<file path="config.mk">
export PLATFORM = sky130hd
export DESIGN_NAME = mcr_regs
export DESIGN_NICKNAME = d
export VERILOG_FILES = /design/src/include/mcr_pkg.sv /design/src/design/mcr_regs.sv
export SDC_FILE = /design/constraint.sdc
export NUM_CORES = 1
export LEC_CHECK = 0
export BUFFER_PORTS_ARGS = -buffer_cell sky130_fd_sc_hd__buf_2
export CORE_UTILIZATION = 48
export CTS_CLUSTER_SIZE = 24
export DETAILED_ROUTE_END_ITERATION = 6
export GPL_TIMING_DRIVEN = 0
export HOLD_SLACK_MARGIN = 0.1
export PLACE_DENSITY = 0.83
export SYNTH_ARGS = -nofsm -noshare
export SYNTH_HDL_FRONTEND = slang
export SYNTH_SLANG_ARGS = --single-unit
</file>
<file path="constraint.sdc">
create_clock -name core_clk -period 3 [get_ports core_clk]
set_clock_uncertainty 0.1 [all_clocks]
set_input_delay 0.45 -clock core_clk [delete_from_list [all_inputs] [get_ports core_clk]]
set_output_delay 0.45 -clock core_clk [all_outputs]
set_load 0.05 [all_outputs]
</file>
<file path="src/include/mcr_pkg.sv">
package mcr_pkg;
   // Command codes of the register set.
   localparam logic [7:0] CMD_RD_STATUS = 8'h30;
   localparam logic [7:0] CMD_RD_LOCK = 8'h31;
   localparam logic [7:0] CMD_RD_SAVE1 = 8'h32;
   localparam logic [7:0] CMD_RD_SAVE2 = 8'h33;
   localparam logic [7:0] CMD_RD_CFG1 = 8'h34;
   localparam logic [7:0] CMD_RD_CFG2 = 8'h35;
   localparam logic [7:0] CMD_WR_LOCK = 8'h71;
   localparam logic [7:0] CMD_WR_SAVE1 = 8'h72;
   localparam logic [7:0] CMD_WR_SAVE2 = 8'h73;
   localparam logic [7:0] CMD_WR_CFG1 = 8'h74;
   localparam logic [7:0] CMD_WR_CFG2 = 8'h75;

   // Every register value is 14 bits wide.
   localparam int REG_W = 14;
   typedef logic [REG_W-1:0] mcr_word_t;

   // Status bit positions.
   localparam int ST_REV = 10;
   localparam int ST_FWD = 9;
   localparam int ST_BRAKE_PIN = 8;
   localparam int ST_DRIVE_BRAKE = 4;
   localparam int ST_THERMAL = 2;
   localparam int ST_SUPPLY_HIGH = 1;
   localparam int ST_SUPPLY_LOW = 0;

   // Lock bit positions.
   localparam int LK_SPEED = 3;
   localparam int LK_AMP = 2;
   localparam int LK_REGEN = 1;
   localparam int LK_RAMP = 0;
   localparam mcr_word_t LOCK_MASK = 14'h000f;

   // First save-select bit positions and writable mask.
   localparam int SV1_SPEED = 0;
   localparam int SV1_AMP = 2;
   localparam int SV1_REGEN = 3;
   localparam int SV1_RAMP = 4;
   localparam mcr_word_t SAVE1_MASK = 14'h3bfd;
   // Second save register: bits 4..0 writable.
   localparam mcr_word_t SAVE2_MASK = 14'h001f;

   // First configuration bit positions and writable mask.
   localparam int C1_REV = 10;
   localparam int C1_FWD = 9;
   localparam int C1_DM = 4;
   localparam int C1_BM = 3;
   localparam int C1_SRC_HI = 2;
   localparam int C1_SRC_LO = 1;
   localparam int C1_UC = 0;
   localparam mcr_word_t CFG1_MASK = 14'h061f;

   // Second configuration bit positions and implemented mask.
   localparam int C2_TOPS = 8;
   localparam int C2_PINOFF = 7;
   localparam int C2_PULSE_MEAS_RESOLUTION = 6;
   localparam int C2_USP_HI = 2;
   localparam int C2_USP_LO = 1;
   localparam mcr_word_t CFG2_MASK = 14'h01c6;
   localparam mcr_word_t ZERO_WORD = 14'h0000;

   // Speed-reset timeouts in milliseconds.
   localparam int TMO_SHORT_MS = 50;
   localparam int TMO_MID_MS = 500;
   localparam int TMO_LONG_MS = 2800;
   localparam int CLK_HZ = 10000000;
   localparam int MS_PER_S = 1000;
   localparam int TMO_CNT_W = 25;

   // Timeout selector codes.
   localparam logic [1:0] SRC_NEVER = 2'h0;
   localparam logic [1:0] SRC_SHORT = 2'h1;
   localparam logic [1:0] SRC_MID = 2'h2;

   // Measured conditions from the power stage and pins.
   typedef struct packed {
      logic thermalFault;
      logic supplyHigh;
      logic supplyLow;
      logic brakePinLevel;
   } mcr_sense_s;

   // Effective drive commands handed to the PWM stage.
   typedef struct packed {
      logic reverseRun;
      logic forwardRun;
      logic brakeMode;
      logic regenBrake;
      logic pwmHalt;
   } mcr_drive_s;

   typedef enum logic [0:0] {
      ST_IDLE = 1'b0,
      ST_SAVING = 1'b1
   } mcr_state_e;
endpackage : mcr_pkg

</file>
<file path="src/design/mcr_regs.sv">
// Summary of operation
// - Status bits 10/9 show reverse/forward run.
// - Status bit 8 mirrors brake pin level, zero in pulse input mode.
// - Status bit 4: drive 0, brake 1.
// - Status bits 2..0 flag temperature, supply faults.
// - Locked values ignore potentiometers, serial only.
// - Lock bits: speed, current, regen, acceleration.
// - Lock register clears on restart.
// - First save register only marks values.
// - First save bit map of saved values.
// - Saved values reload and become locked.
// - Second save write marks and starts saving.
// - Second save bit map of compensation values.
// - Saving halts PWM and refuses commands.
// - Config bits 10/9 select reverse/forward direction.
// - Config bit 4 drive or brake, reset clears.
// - Config bit 3 coast or regenerate.
// - Config bits 2:1 select speed-reset timeout.
// - Config bit 0 enables serial config bits.
// - Second config write one clears bit.
// - Second config bit 7 disables brake function.
// - Second config bits 2:1 select baud rate.
// - Write frame: address, command, two data, checksum.
// - Read reply: two data bytes and checksum.
`timescale 1ns/1ps
`default_nettype none
module mcr_regs
   import mcr_pkg::*;
#(
   parameter int TMO_SHORT_CYC = TMO_SHORT_MS * (CLK_HZ / MS_PER_S),
   parameter int TMO_MID_CYC = TMO_MID_MS * (CLK_HZ / MS_PER_S),
   parameter int TMO_LONG_CYC = TMO_LONG_MS * (CLK_HZ / MS_PER_S),
   parameter logic [REG_W-1:0] CFG2_RESET = 14'h0000
) (
   input wire logic core_clk,
   input wire logic arst_n,
   input wire logic cmdWrite,
   input wire logic cmdRead,
   input wire logic [7:0] cmdCode,
   input wire logic [REG_W-1:0] wrData,
   output logic cmdReady,
   output logic rdValid,
   output logic [REG_W-1:0] rdData,
   input wire mcr_sense_s sense,
   input wire logic pulseInputMode,
   input wire logic switchForward,
   input wire logic switchReverse,
   input wire logic speedUpdate,
   input wire logic reloadValid,
   input wire logic [REG_W-1:0] reloadSave1,
   input wire logic [REG_W-1:0] reloadCfg2,
   input wire logic flashDone,
   output logic flashStart,
   output logic [REG_W-1:0] flashSave1,
   output logic [REG_W-1:0] flashSave2,
   output logic [3:0] potIgnore,
   output logic speedZero,
   output mcr_drive_s drive,
   output logic brakeFuncEnable,
   output logic supplyCompEnable,
   output logic pulseMeasRes,
   output logic [1:0] serialBaudSel
);

   initial begin
      if (TMO_SHORT_CYC < 1 || TMO_MID_CYC < 1 || TMO_LONG_CYC < 1 ||
          TMO_LONG_CYC >= (1 << TMO_CNT_W)) begin
         $error("mcr_regs: timeout counts out of range");
      end
   end

   // Maps a save-select word onto the lock bits it implies.
   function automatic logic [3:0] save_to_lock(input logic [REG_W-1:0] sv);
      logic [3:0] lk;
      lk = 4'h0;
      lk[LK_SPEED] = sv[SV1_SPEED];
      lk[LK_AMP] = sv[SV1_AMP];
      lk[LK_REGEN] = sv[SV1_REGEN];
      lk[LK_RAMP] = sv[SV1_RAMP];
      return lk;
   endfunction : save_to_lock

   mcr_state_e state;
   mcr_state_e next_state;
   logic [REG_W-1:0] lockMask;
   logic [REG_W-1:0] save1;
   logic [REG_W-1:0] save2;
   logic [REG_W-1:0] cfg1;
   logic [REG_W-1:0] cfg2;
   logic [TMO_CNT_W-1:0] silenceCnt;
   logic silenceArmed;
   logic [REG_W-1:0] statusWord;
   logic [REG_W-1:0] next_rdData;

   // Commands are taken only outside a flash save.
   assign cmdReady = (state == ST_IDLE);
   wire accept = cmdWrite && cmdReady;
   wire readTake = cmdRead && cmdReady && !cmdWrite;
   wire wrLock = accept && (cmdCode == CMD_WR_LOCK);
   wire wrSave1 = accept && (cmdCode == CMD_WR_SAVE1);
   wire wrSave2 = accept && (cmdCode == CMD_WR_SAVE2);
   wire wrCfg1 = accept && (cmdCode == CMD_WR_CFG1);
   wire wrCfg2 = accept && (cmdCode == CMD_WR_CFG2);

   // Effective direction: serial bits win only while enabled.
   wire serialEn = cfg1[C1_UC];
   wire wantFwd = serialEn ? cfg1[C1_FWD] : switchForward;
   wire wantRev = serialEn ? cfg1[C1_REV] : switchReverse;
   wire runFwd = wantFwd && !wantRev && (state == ST_IDLE);
   wire runRev = wantRev && !wantFwd && (state == ST_IDLE);
   wire brakeSel = serialEn && cfg1[C1_DM];
   wire regenSel = serialEn && cfg1[C1_BM];
   wire [1:0] timeoutSel = serialEn ? cfg1[C1_SRC_HI:C1_SRC_LO] : SRC_NEVER;

   // Drive commands to the PWM stage.
   assign drive.reverseRun = runRev;
   assign drive.forwardRun = runFwd;
   assign drive.brakeMode = brakeSel;
   assign drive.regenBrake = brakeSel && regenSel;
   assign drive.pwmHalt = (state == ST_SAVING);

   // Potentiometers are ignored for every locked value.
   assign potIgnore = lockMask[3:0];
   assign brakeFuncEnable = !cfg2[C2_PINOFF];
   assign supplyCompEnable = cfg2[C2_TOPS];
   assign pulseMeasRes = cfg2[C2_PULSE_MEAS_RESOLUTION];
   assign serialBaudSel = cfg2[C2_USP_HI:C2_USP_LO];
   assign flashSave1 = save1;
   assign flashSave2 = save2;

   // Status word assembled from live state; other bits read zero.
   always_comb begin
      statusWord = ZERO_WORD;
      statusWord[ST_REV] = runRev;
      statusWord[ST_FWD] = runFwd;
      statusWord[ST_BRAKE_PIN] = sense.brakePinLevel && !pulseInputMode;
      statusWord[ST_DRIVE_BRAKE] = brakeSel;
      statusWord[ST_THERMAL] = sense.thermalFault;
      statusWord[ST_SUPPLY_HIGH] = sense.supplyHigh;
      statusWord[ST_SUPPLY_LOW] = sense.supplyLow;
   end

   // Read answer selection; unknown commands answer zero.
   always_comb begin
      case (cmdCode)
         CMD_RD_STATUS: next_rdData = statusWord;
         CMD_RD_LOCK: next_rdData = lockMask;
         CMD_RD_SAVE1: next_rdData = save1;
         CMD_RD_SAVE2: next_rdData = save2;
         CMD_RD_CFG1: next_rdData = cfg1;
         CMD_RD_CFG2: next_rdData = cfg2;
         default: next_rdData = ZERO_WORD;
      endcase
   end

   // Save sequencer: only the second save register starts the flash write.
   always_comb begin
      case (state)
         ST_IDLE: next_state = wrSave2 ? ST_SAVING : ST_IDLE;
         ST_SAVING: next_state = flashDone ? ST_IDLE : ST_SAVING;
         default: next_state = ST_IDLE;
      endcase
   end

   // State and read answer registers.
   always_ff @(posedge core_clk or negedge arst_n) begin
      if (!arst_n) begin
         state <= ST_IDLE;
         rdValid <= 1'b0;
         rdData <= ZERO_WORD;
         flashStart <= 1'b0;
      end else begin
         state <= next_state;
         rdValid <= readTake;
         rdData <= readTake ? next_rdData : rdData;
         flashStart <= wrSave2;
      end
   end

   // Lock register: serial writes, auto-lock on save and on reload.
   always_ff @(posedge core_clk or negedge arst_n) begin
      if (!arst_n) begin
         lockMask <= ZERO_WORD;
      end else if (reloadValid) begin
         lockMask <= {10'h000, save_to_lock(reloadSave1)};
      end else if (wrLock) begin
         lockMask <= wrData & LOCK_MASK;
      end else if (wrSave2) begin
         lockMask <= lockMask | {10'h000, save_to_lock(save1)};
      end
   end

   // Save-select registers only record which values to store.
   always_ff @(posedge core_clk or negedge arst_n) begin
      if (!arst_n) begin
         save1 <= ZERO_WORD;
         save2 <= ZERO_WORD;
      end else begin
         if (wrSave1) begin
            save1 <= wrData & SAVE1_MASK;
         end
         if (wrSave2) begin
            save2 <= wrData & SAVE2_MASK;
         end
      end
   end

   // First configuration register: serial writes, cleared on restart.
   always_ff @(posedge core_clk or negedge arst_n) begin
      if (!arst_n) begin
         cfg1 <= ZERO_WORD;
      end else if (wrCfg1) begin
         cfg1 <= wrData & CFG1_MASK;
      end
   end

   // Second configuration register: write one clears, reload restores.
   always_ff @(posedge core_clk or negedge arst_n) begin
      if (!arst_n) begin
         cfg2 <= ZERO_WORD;
      end else if (reloadValid) begin
         cfg2 <= (reloadCfg2 | CFG2_RESET) & CFG2_MASK;
      end else if (wrCfg2) begin
         cfg2 <= cfg2 & ~(wrData & CFG2_MASK);
      end
   end

   // Timeout limit for the selected silence window.
   wire [TMO_CNT_W-1:0] tmoLimit =
      (timeoutSel == SRC_SHORT) ? TMO_CNT_W'(TMO_SHORT_CYC) :
      (timeoutSel == SRC_MID) ? TMO_CNT_W'(TMO_MID_CYC) :
      TMO_CNT_W'(TMO_LONG_CYC);
   wire tmoHit = silenceArmed && (timeoutSel != SRC_NEVER) &&
      (silenceCnt >= tmoLimit - TMO_CNT_W'(1));

   // Speed watchdog: fires once per silence, rearmed by a speed update.
   always_ff @(posedge core_clk or negedge arst_n) begin
      if (!arst_n) begin
         silenceCnt <= '0;
         silenceArmed <= 1'b1;
         speedZero <= 1'b0;
      end else begin
         speedZero <= tmoHit;
         if (speedUpdate || timeoutSel == SRC_NEVER) begin
            silenceCnt <= '0;
            silenceArmed <= 1'b1;
         end else if (tmoHit) begin
            silenceArmed <= 1'b0;
         end else if (silenceArmed) begin
            silenceCnt <= silenceCnt + TMO_CNT_W'(1);
         end
      end
   end

endmodule : mcr_regs
`default_nettype wire

</file>
# Yosys cells after proc, flatten, opt, wreduce, memory -nomap -nowiden
# Cells that the tools add are included.
[word_totals]
romBits = 0
memories = 0
ff_bits = 96
word_cells = 83
latch_bits = 0
ramBits = 0
[op_classes]
bitwise = 4
n_shift = 0
n_mux = 19
div = 0
magnitude_cmp = 1
reduce_logical = 31
multipliers = 0
add_sub_neg = 2
n_eq_ne = 14
[ops]
columns = ["cell", "n"]
rows = [
  ["two-way mux 25 bit", 5],
  ["one-hot mux 14 bit (6 select lines)", 1],
  ["two-way mux 14 bit", 5],
  ["== test 8 x 6 -> 1 bit, second input constant", 6],
  ["== test 8 x 7 -> 1 bit, second input constant", 5],
  ["adder 25 x 1 -> 25 bit, second input constant", 1],
  ["greater-or-equal comparator 25 bit", 1],
  ["subtractor 25 x 1 -> 25 bit, second input constant", 1],
  ["logical AND 1 bit", 18],
  ["bitwise AND 14 bit", 1],
  ["NOT 9 -> 14 bit", 1],
  ["OR 14 x 4 -> 14 bit", 1],
  ["nonzero test 2 bit", 4],
  ["two-way mux 1 bit", 6],
  ["logical NOT 1 bit", 5],
  ["nonzero test 3 bit", 1],
  ["== test 2 x 1 -> 1 bit, second input constant", 1],
  ["== test 2 bit, second input constant", 1],
  ["logical NOT 2 bit", 1],
  ["two-way mux 2 bit", 1],
  ["inequality test 2 x 1 -> 1 bit, second input constant", 1],
  ["one-hot mux 1 bit (2 select lines)", 1],
  ["AND reduction 2 bit", 1],
  ["logical OR 1 bit", 1],
  ["NOT 1 bit", 1],
]

# Depth between registers and ports, before layout
[logic_depth]
ltp_word = 9
depth_mapped = 14

# Least setup slack after synthesis
# Ideal clock, no wire load.
[synth_timing]
kind = "reg-to-reg"
start = "reg cfg1[0]"
end = "reg silenceCnt[11]"
setup_slack_ps = -180
t_arrival_ps = 3002
stages_incl_launch_ff = 13
setup_ps = 78
synth_period_minus_slack_ps = 3180
cell_sequence = "dfrtp_1 clkbuf_1 and2_1 ha_1 inv_1 ha_1 o21ai_2 a211oi_1 a211o_1 a41o_4 buf_6 or4_1 a21oi_1"
[synth_between]
elab_chain_len = 9
[synth_rtl]
columns = ["item", "line_no", "rtl"]
rows = [
  ["start: declaration", "mcr_regs.sv:88", "logic [REG_W-1:0] cfg1;"],
  ["start signal: assignment", "mcr_regs.sv:213", "cfg1 <= wrData & CFG1_MASK;"],
  ["two-way mux 2 bit *", "mcr_regs.sv:113", "wire [1:0] timeoutSel = serialEn ? cfg1[C1_SRC_HI:C1_SRC_LO] : SRC_NEVER;"],
  ["== test 2 bit", "mcr_regs.sv:231", "(timeoutSel == SRC_MID) ? TMO_CNT_W'(TMO_MID_CYC) :"],
  ["two-way mux 25 bit", "mcr_regs.sv:231", ""],
  ["two-way mux 25 bit", "mcr_regs.sv:230", "(timeoutSel == SRC_SHORT) ? TMO_CNT_W'(TMO_SHORT_CYC) :"],
  ["subtractor 25 x 1 -> 25 bit", "mcr_regs.sv:234", "(silenceCnt >= tmoLimit - TMO_CNT_W'(1));"],
  ["greater-or-equal comparator 25 bit", "mcr_regs.sv:234", ""],
  ["logical AND 1 bit", "mcr_regs.sv:233", "wire tmoHit = silenceArmed && (timeoutSel != SRC_NEVER) &&"],
  ["inequality test 2 x 1 -> 1 bit (no line)", "--", ""],
  ["AND reduction 2 bit (no line)", "--", ""],
  ["end signal: assignment", "mcr_regs.sv:250", "silenceCnt <= silenceCnt + TMO_CNT_W'(1);"],
  ["end: declaration", "mcr_regs.sv:90", "logic [TMO_CNT_W-1:0] silenceCnt;"],
]
# Mark *: on every way between the ends. The rest lies on a longest branch, timed or not.
# A chain may end at the register's enable or synchronous reset.

# Final worst setup path
[layout_timing]
start = "reg cfg1[0]"
end = "reg silenceCnt[4]"
# The elaborated chain is that of the path after synthesis.

==> flow_results.xml <==
<?xml version="1.0" encoding="UTF-8"?>
<metrics>
  <group name="status">
    <metric name="run_status" unit="">finished, violations left</metric>
    <metric name="failed_checks" unit="">setup timing</metric>
  </group>
  <group name="synth">
    <metric name="yosys_register_bits" unit="">77</metric>
    <metric name="synth_sequential_area_ratio" unit="%">42.1</metric>
    <metric name="syn_inst" unit="">474</metric>
    <metric name="yosys_warnings" unit="">0</metric>
    <metric name="avgSynthCellArea" unit="µm²">9.65</metric>
    <metric name="synth_enable_flop_cells" unit="">0</metric>
    <metric name="synth.cell_area" unit="mm²">0.00458</metric>
    <metric name="synth_flop_cell" unit="">sky130_fd_sc_hd__dfrtp_1</metric>
    <metric name="cell_variety_after_synth" unit="">58</metric>
    <metric name="asyncSetResetFlopFracSynth" unit="%">100</metric>
  </group>
  <group name="floorplan">
    <metric name="initial_cell_density_of_the_core" unit="%">49.5</metric>
    <metric name="floorplan.die.height" unit="µm">99.6</metric>
    <metric name="fp.dieArea" unit="mm²">0.00993</metric>
    <metric name="rows" unit="">35</metric>
    <metric name="coreArea" unit="mm²">0.00924</metric>
    <metric name="num_io_pins" unit="">124</metric>
    <metric name="die_w" unit="µm">99.6</metric>
  </group>
  <group name="grt">
    <metric name="grt_overflow" unit="">0</metric>
    <metric name="vias_in_the_first_global_route" unit="">4387</metric>
    <metric name="grt_pass1_wl" unit="mm">20.8</metric>
    <metric name="grtUsageTotal" unit="%">26.5</metric>
    <metric name="grt_antenna_before_repair" unit="">0</metric>
    <metric name="grt_max_degree" unit="">56</metric>
  </group>
  <group name="setup_path">
    <metric name="startpoint_class" unit="">flip-flop</metric>
    <metric name="timing_worst_setup_path_type" unit="">reg -&gt; reg</metric>
    <metric name="critical_path.max_fanout" unit="">7</metric>
    <metric name="critical_path_arrival" unit="ps">3230</metric>
    <metric name="worstPathRequired" unit="ps">3170</metric>
    <metric name="setup.worst_path.end_class" unit="">flip-flop</metric>
  </group>
  <group name="sta">
    <metric name="max-slew-margin-rel" unit="%">40.4</metric>
    <metric name="setup_total_negative_slack" unit="ps">-461</metric>
    <metric name="clock.fmax" unit="GHz">0.326</metric>
    <metric name="hold_viol_final" unit="">0</metric>
    <metric name="worst-slew-pin-transition" unit="ps">881</metric>
    <metric name="finalCriticalPeriod" unit="ps">3070</metric>
    <metric name="setup_viol" unit="">13</metric>
    <metric name="post-route-worst-setup-slack" unit="ps">-68.3</metric>
    <metric name="period_share" unit="%">102</metric>
    <metric name="timing_max_transition_violations_final" unit="">0</metric>
    <metric name="grt_setup_unrepaired" unit="">true</metric>
  </group>
  <group name="routing">
    <metric name="detail_route.first_pass.iterations" unit="">5</metric>
    <metric name="drt-wirelength-per-cell" unit="µm">17.7</metric>
    <metric name="antenna_violating_nets_post_route" unit="">0</metric>
    <metric name="vias" unit="">4334</metric>
    <metric name="initialDrtViolationCount" unit="">318</metric>
    <metric name="post_drt_via_cell_ratio" unit="">5.95</metric>
    <metric name="wl" unit="mm">12.9</metric>
    <metric name="drcViolationCount" unit="">0</metric>
  </group>
  <group name="finish">
    <metric name="final_nets" unit="">679</metric>
    <metric name="areaGrowthSynthToFinish" unit="%">25.8</metric>
    <metric name="filler_cell_count" unit="">755</metric>
    <metric name="final_antenna_diode_count" unit="">0</metric>
    <metric name="final_layout_size_suffix_gt1_share" unit="%">35.2</metric>
  </group>
  <group name="power_and_ir_drop">
    <metric name="power.density_cell_area" unit="mW/mm²">389</metric>
    <metric name="leakagePower" unit="nW">2.66</metric>
    <metric name="ir_drop" unit="V">0.000281</metric>
  </group>
  <group name="hold_path">
    <metric name="min-delay-path-class" unit="">in -&gt; reg</metric>
  </group>
  <group name="cts">
    <metric name="deepest_level_of_the_cts_h_tree" unit="">3</metric>
    <metric name="numCtsBuffers" unit="">9</metric>
    <metric name="path_clk_slew" unit="ps">90</metric>
    <metric name="clk-insertion-delay-late" unit="ps">350</metric>
    <metric name="clockBufferDepth" unit="">2</metric>
    <metric name="numClockSinks" unit="">77</metric>
    <metric name="tritoncts" unit="">built</metric>
    <metric name="clock-root-buffer" unit="">sky130_fd_sc_hd__clkbuf_8</metric>
  </group>
  <group name="placed_design">
    <metric name="dp_hpwl" unit="mm">9.29</metric>
    <metric name="preCtsSetupSlack" unit="ps">-618</metric>
    <metric name="gpl.final_weighted_congestion" unit="">0.895</metric>
    <metric name="place.port_buffers" unit="">91</metric>
  </group>
  <group name="flow_run">
    <metric name="cap_viol_max_count" unit="">0</metric>
  </group>
</metrics>
## through the flow
step,hold slack (ps),cells,total power [W],instance area (µm²),utilization (%)
6_report,199,729,0.00224,5760,62.3
5_1_grt,204,729,0.00231,5760,62.3
4_1_cts,190,724,0.00224,5630,60.9
3_5_place_dp,271,705,0.00145,5280,57.1
3_3_place_gp,357,704,0.00143,5250,56.8
2_1_floorplan,54.4,484,0.00133,4630,-
## metal layers
| layer | GRT usage, % | up-vias | wire length (µm) |
|---|---|---|---|
| met2 | 44.6 | 224 | 6360 |
| met1 | 33.5 | 2071 | 5340 |
| li1 | - | 1998 | - |
| met4 | 11.5 | 0 | 366 |
| met5 | 0 | - | 0 |
| met3 | 4.99 | 41 | 867 |
## cell usage after synthesis (8+ instances only)
cell type                  number  share of area [%]
sky130_fd_sc_hd__a21oi_1       28                3.1
sky130_fd_sc_hd__and3_1         8                1.1
sky130_fd_sc_hd__buf_4         17                2.8
sky130_fd_sc_hd__clkbuf_1      16                1.3
sky130_fd_sc_hd__dfrtp_1       76                 42
sky130_fd_sc_hd__ha_1          20                5.5
sky130_fd_sc_hd__inv_1         20                1.6
sky130_fd_sc_hd__mux2_2        28                6.9
sky130_fd_sc_hd__nand2_1       44                3.6
sky130_fd_sc_hd__nand3_1       10                1.1
sky130_fd_sc_hd__nand4_1       13                1.8
sky130_fd_sc_hd__nor2_1        17                1.4
sky130_fd_sc_hd__nor3_1         9               0.98
sky130_fd_sc_hd__o21ai_0       25                2.7
sky130_fd_sc_hd__o31ai_1       25                4.1
sky130_fd_sc_hd__or4_1         19                3.1
## critical path: stages, from the launching register on
cell and delay (ps):
sky130_fd_sc_hd__dfrtp_2 440, sky130_fd_sc_hd__and2_4 170, sky130_fd_sc_hd__ha_4 280, sky130_fd_sc_hd__ha_1 320, sky130_fd_sc_hd__a211o_1 320, sky130_fd_sc_hd__o211ai_1 120
sky130_fd_sc_hd__a21oi_1 140, sky130_fd_sc_hd__a41o_4 300, sky130_fd_sc_hd__buf_6 140, sky130_fd_sc_hd__or4_1 500, sky130_fd_sc_hd__a21oi_2 160
## cells by family after synthesis
| family | after synthesis | synth area share, % |
|---|---|---|
| DFF | 77 | 42.1 |
| other | 1 | 0.0820 |
| adders and majority gates | 20 | 5.47 |
| AOI/OAI and AO/OA | 121 | 17.9 |
| buffers and inverters | 61 | 6.97 |
| xor gates and xnor gates | 3 | 0.574 |
| muxes | 31 | 7.55 |
| and+or+nand+nor | 160 | 19.3 |
## cell type report
class	instances	area [µm²]	share of cell area [%]
multi-input combinational	346	2560	44.5
inverter	20	80.1	1.39
tap	129	161	2.80
clock inverter	6	70.1	1.22
sequential	77	1930	33.5
buffer	40	272	4.72
timing repair buffer	101	557	9.67
clock buffer	10	128	2.22
## layout by cell type (no fill, tap or decap), types with 7 or more instances in the layout
master / n
sky130_fd_sc_hd__nor2_1: 17
sky130_fd_sc_hd__clkbuf_1: 11
sky130_fd_sc_hd__and3_1: 8
sky130_fd_sc_hd__a21oi_1: 23
sky130_fd_sc_hd__clkbuf_8: 9
sky130_fd_sc_hd__nand3_1: 7
sky130_fd_sc_hd__buf_2: 95
sky130_fd_sc_hd__o31ai_1: 18
sky130_fd_sc_hd__nand4_1: 13
sky130_fd_sc_hd__conb_1: 11
sky130_fd_sc_hd__dfrtp_1: 75
sky130_fd_sc_hd__mux2_2: 28
sky130_fd_sc_hd__nor4_1: 7
sky130_fd_sc_hd__inv_1: 18
sky130_fd_sc_hd__a22o_1: 7
sky130_fd_sc_hd__ha_1: 16
sky130_fd_sc_hd__nand2_1: 43
sky130_fd_sc_hd__or4_1: 16
sky130_fd_sc_hd__nor3_1: 9
sky130_fd_sc_hd__buf_4: 25
sky130_fd_sc_hd__o21ai_0: 24
## worst paths after layout
path	startpoint	cells after the start	endpoint	slack, ps
setup / recovery	cfg1[0]	10	silenceCnt[4]	-70
hold / removal	flashDone	2	state	200
setup reg to reg	cfg1[0]	10	silenceCnt[4]	-70
hold reg to reg	rdData[8]	2	rdData[8]	390
max in group asynchronous	arst_n	3	silenceArmed	1740
min in group asynchronous	arst_n	2	flashSave1[5]	430
## registers in the layout (all words and copies together) (netlist names)
name	flops
flashSave2	5
lockMask	4
flashSave1	12
rdData	14
silenceCnt	25
flashStart	1
speedZero	1
rdValid	1
cfg1	7
state	1
silenceArmed	1
cfg2	5
## power by group
part           switching [W]  internal, W  total [W]
clock               0.000416     0.000391   0.000807
sequential         0.0000303      0.00107    0.00110
combinational       0.000229     0.000103   0.000333
total               0.000676      0.00156    0.00224
## what timing repair did
| action | in CTS | in global routing |
|---|---|---|
| pin swaps | 9 | 16 |
| resized for setup | 30 | 27 |
| buffers inserted | 3 | 4 |
| cloned | 0 | 1 |
| endpoints found under the setup margin | 26 | 25 |
| hold endpoints to repair | 22 | 0 |
| hold buffers | 1 | 0 |
No activity file was read; power rests on OpenSTA's default activity.
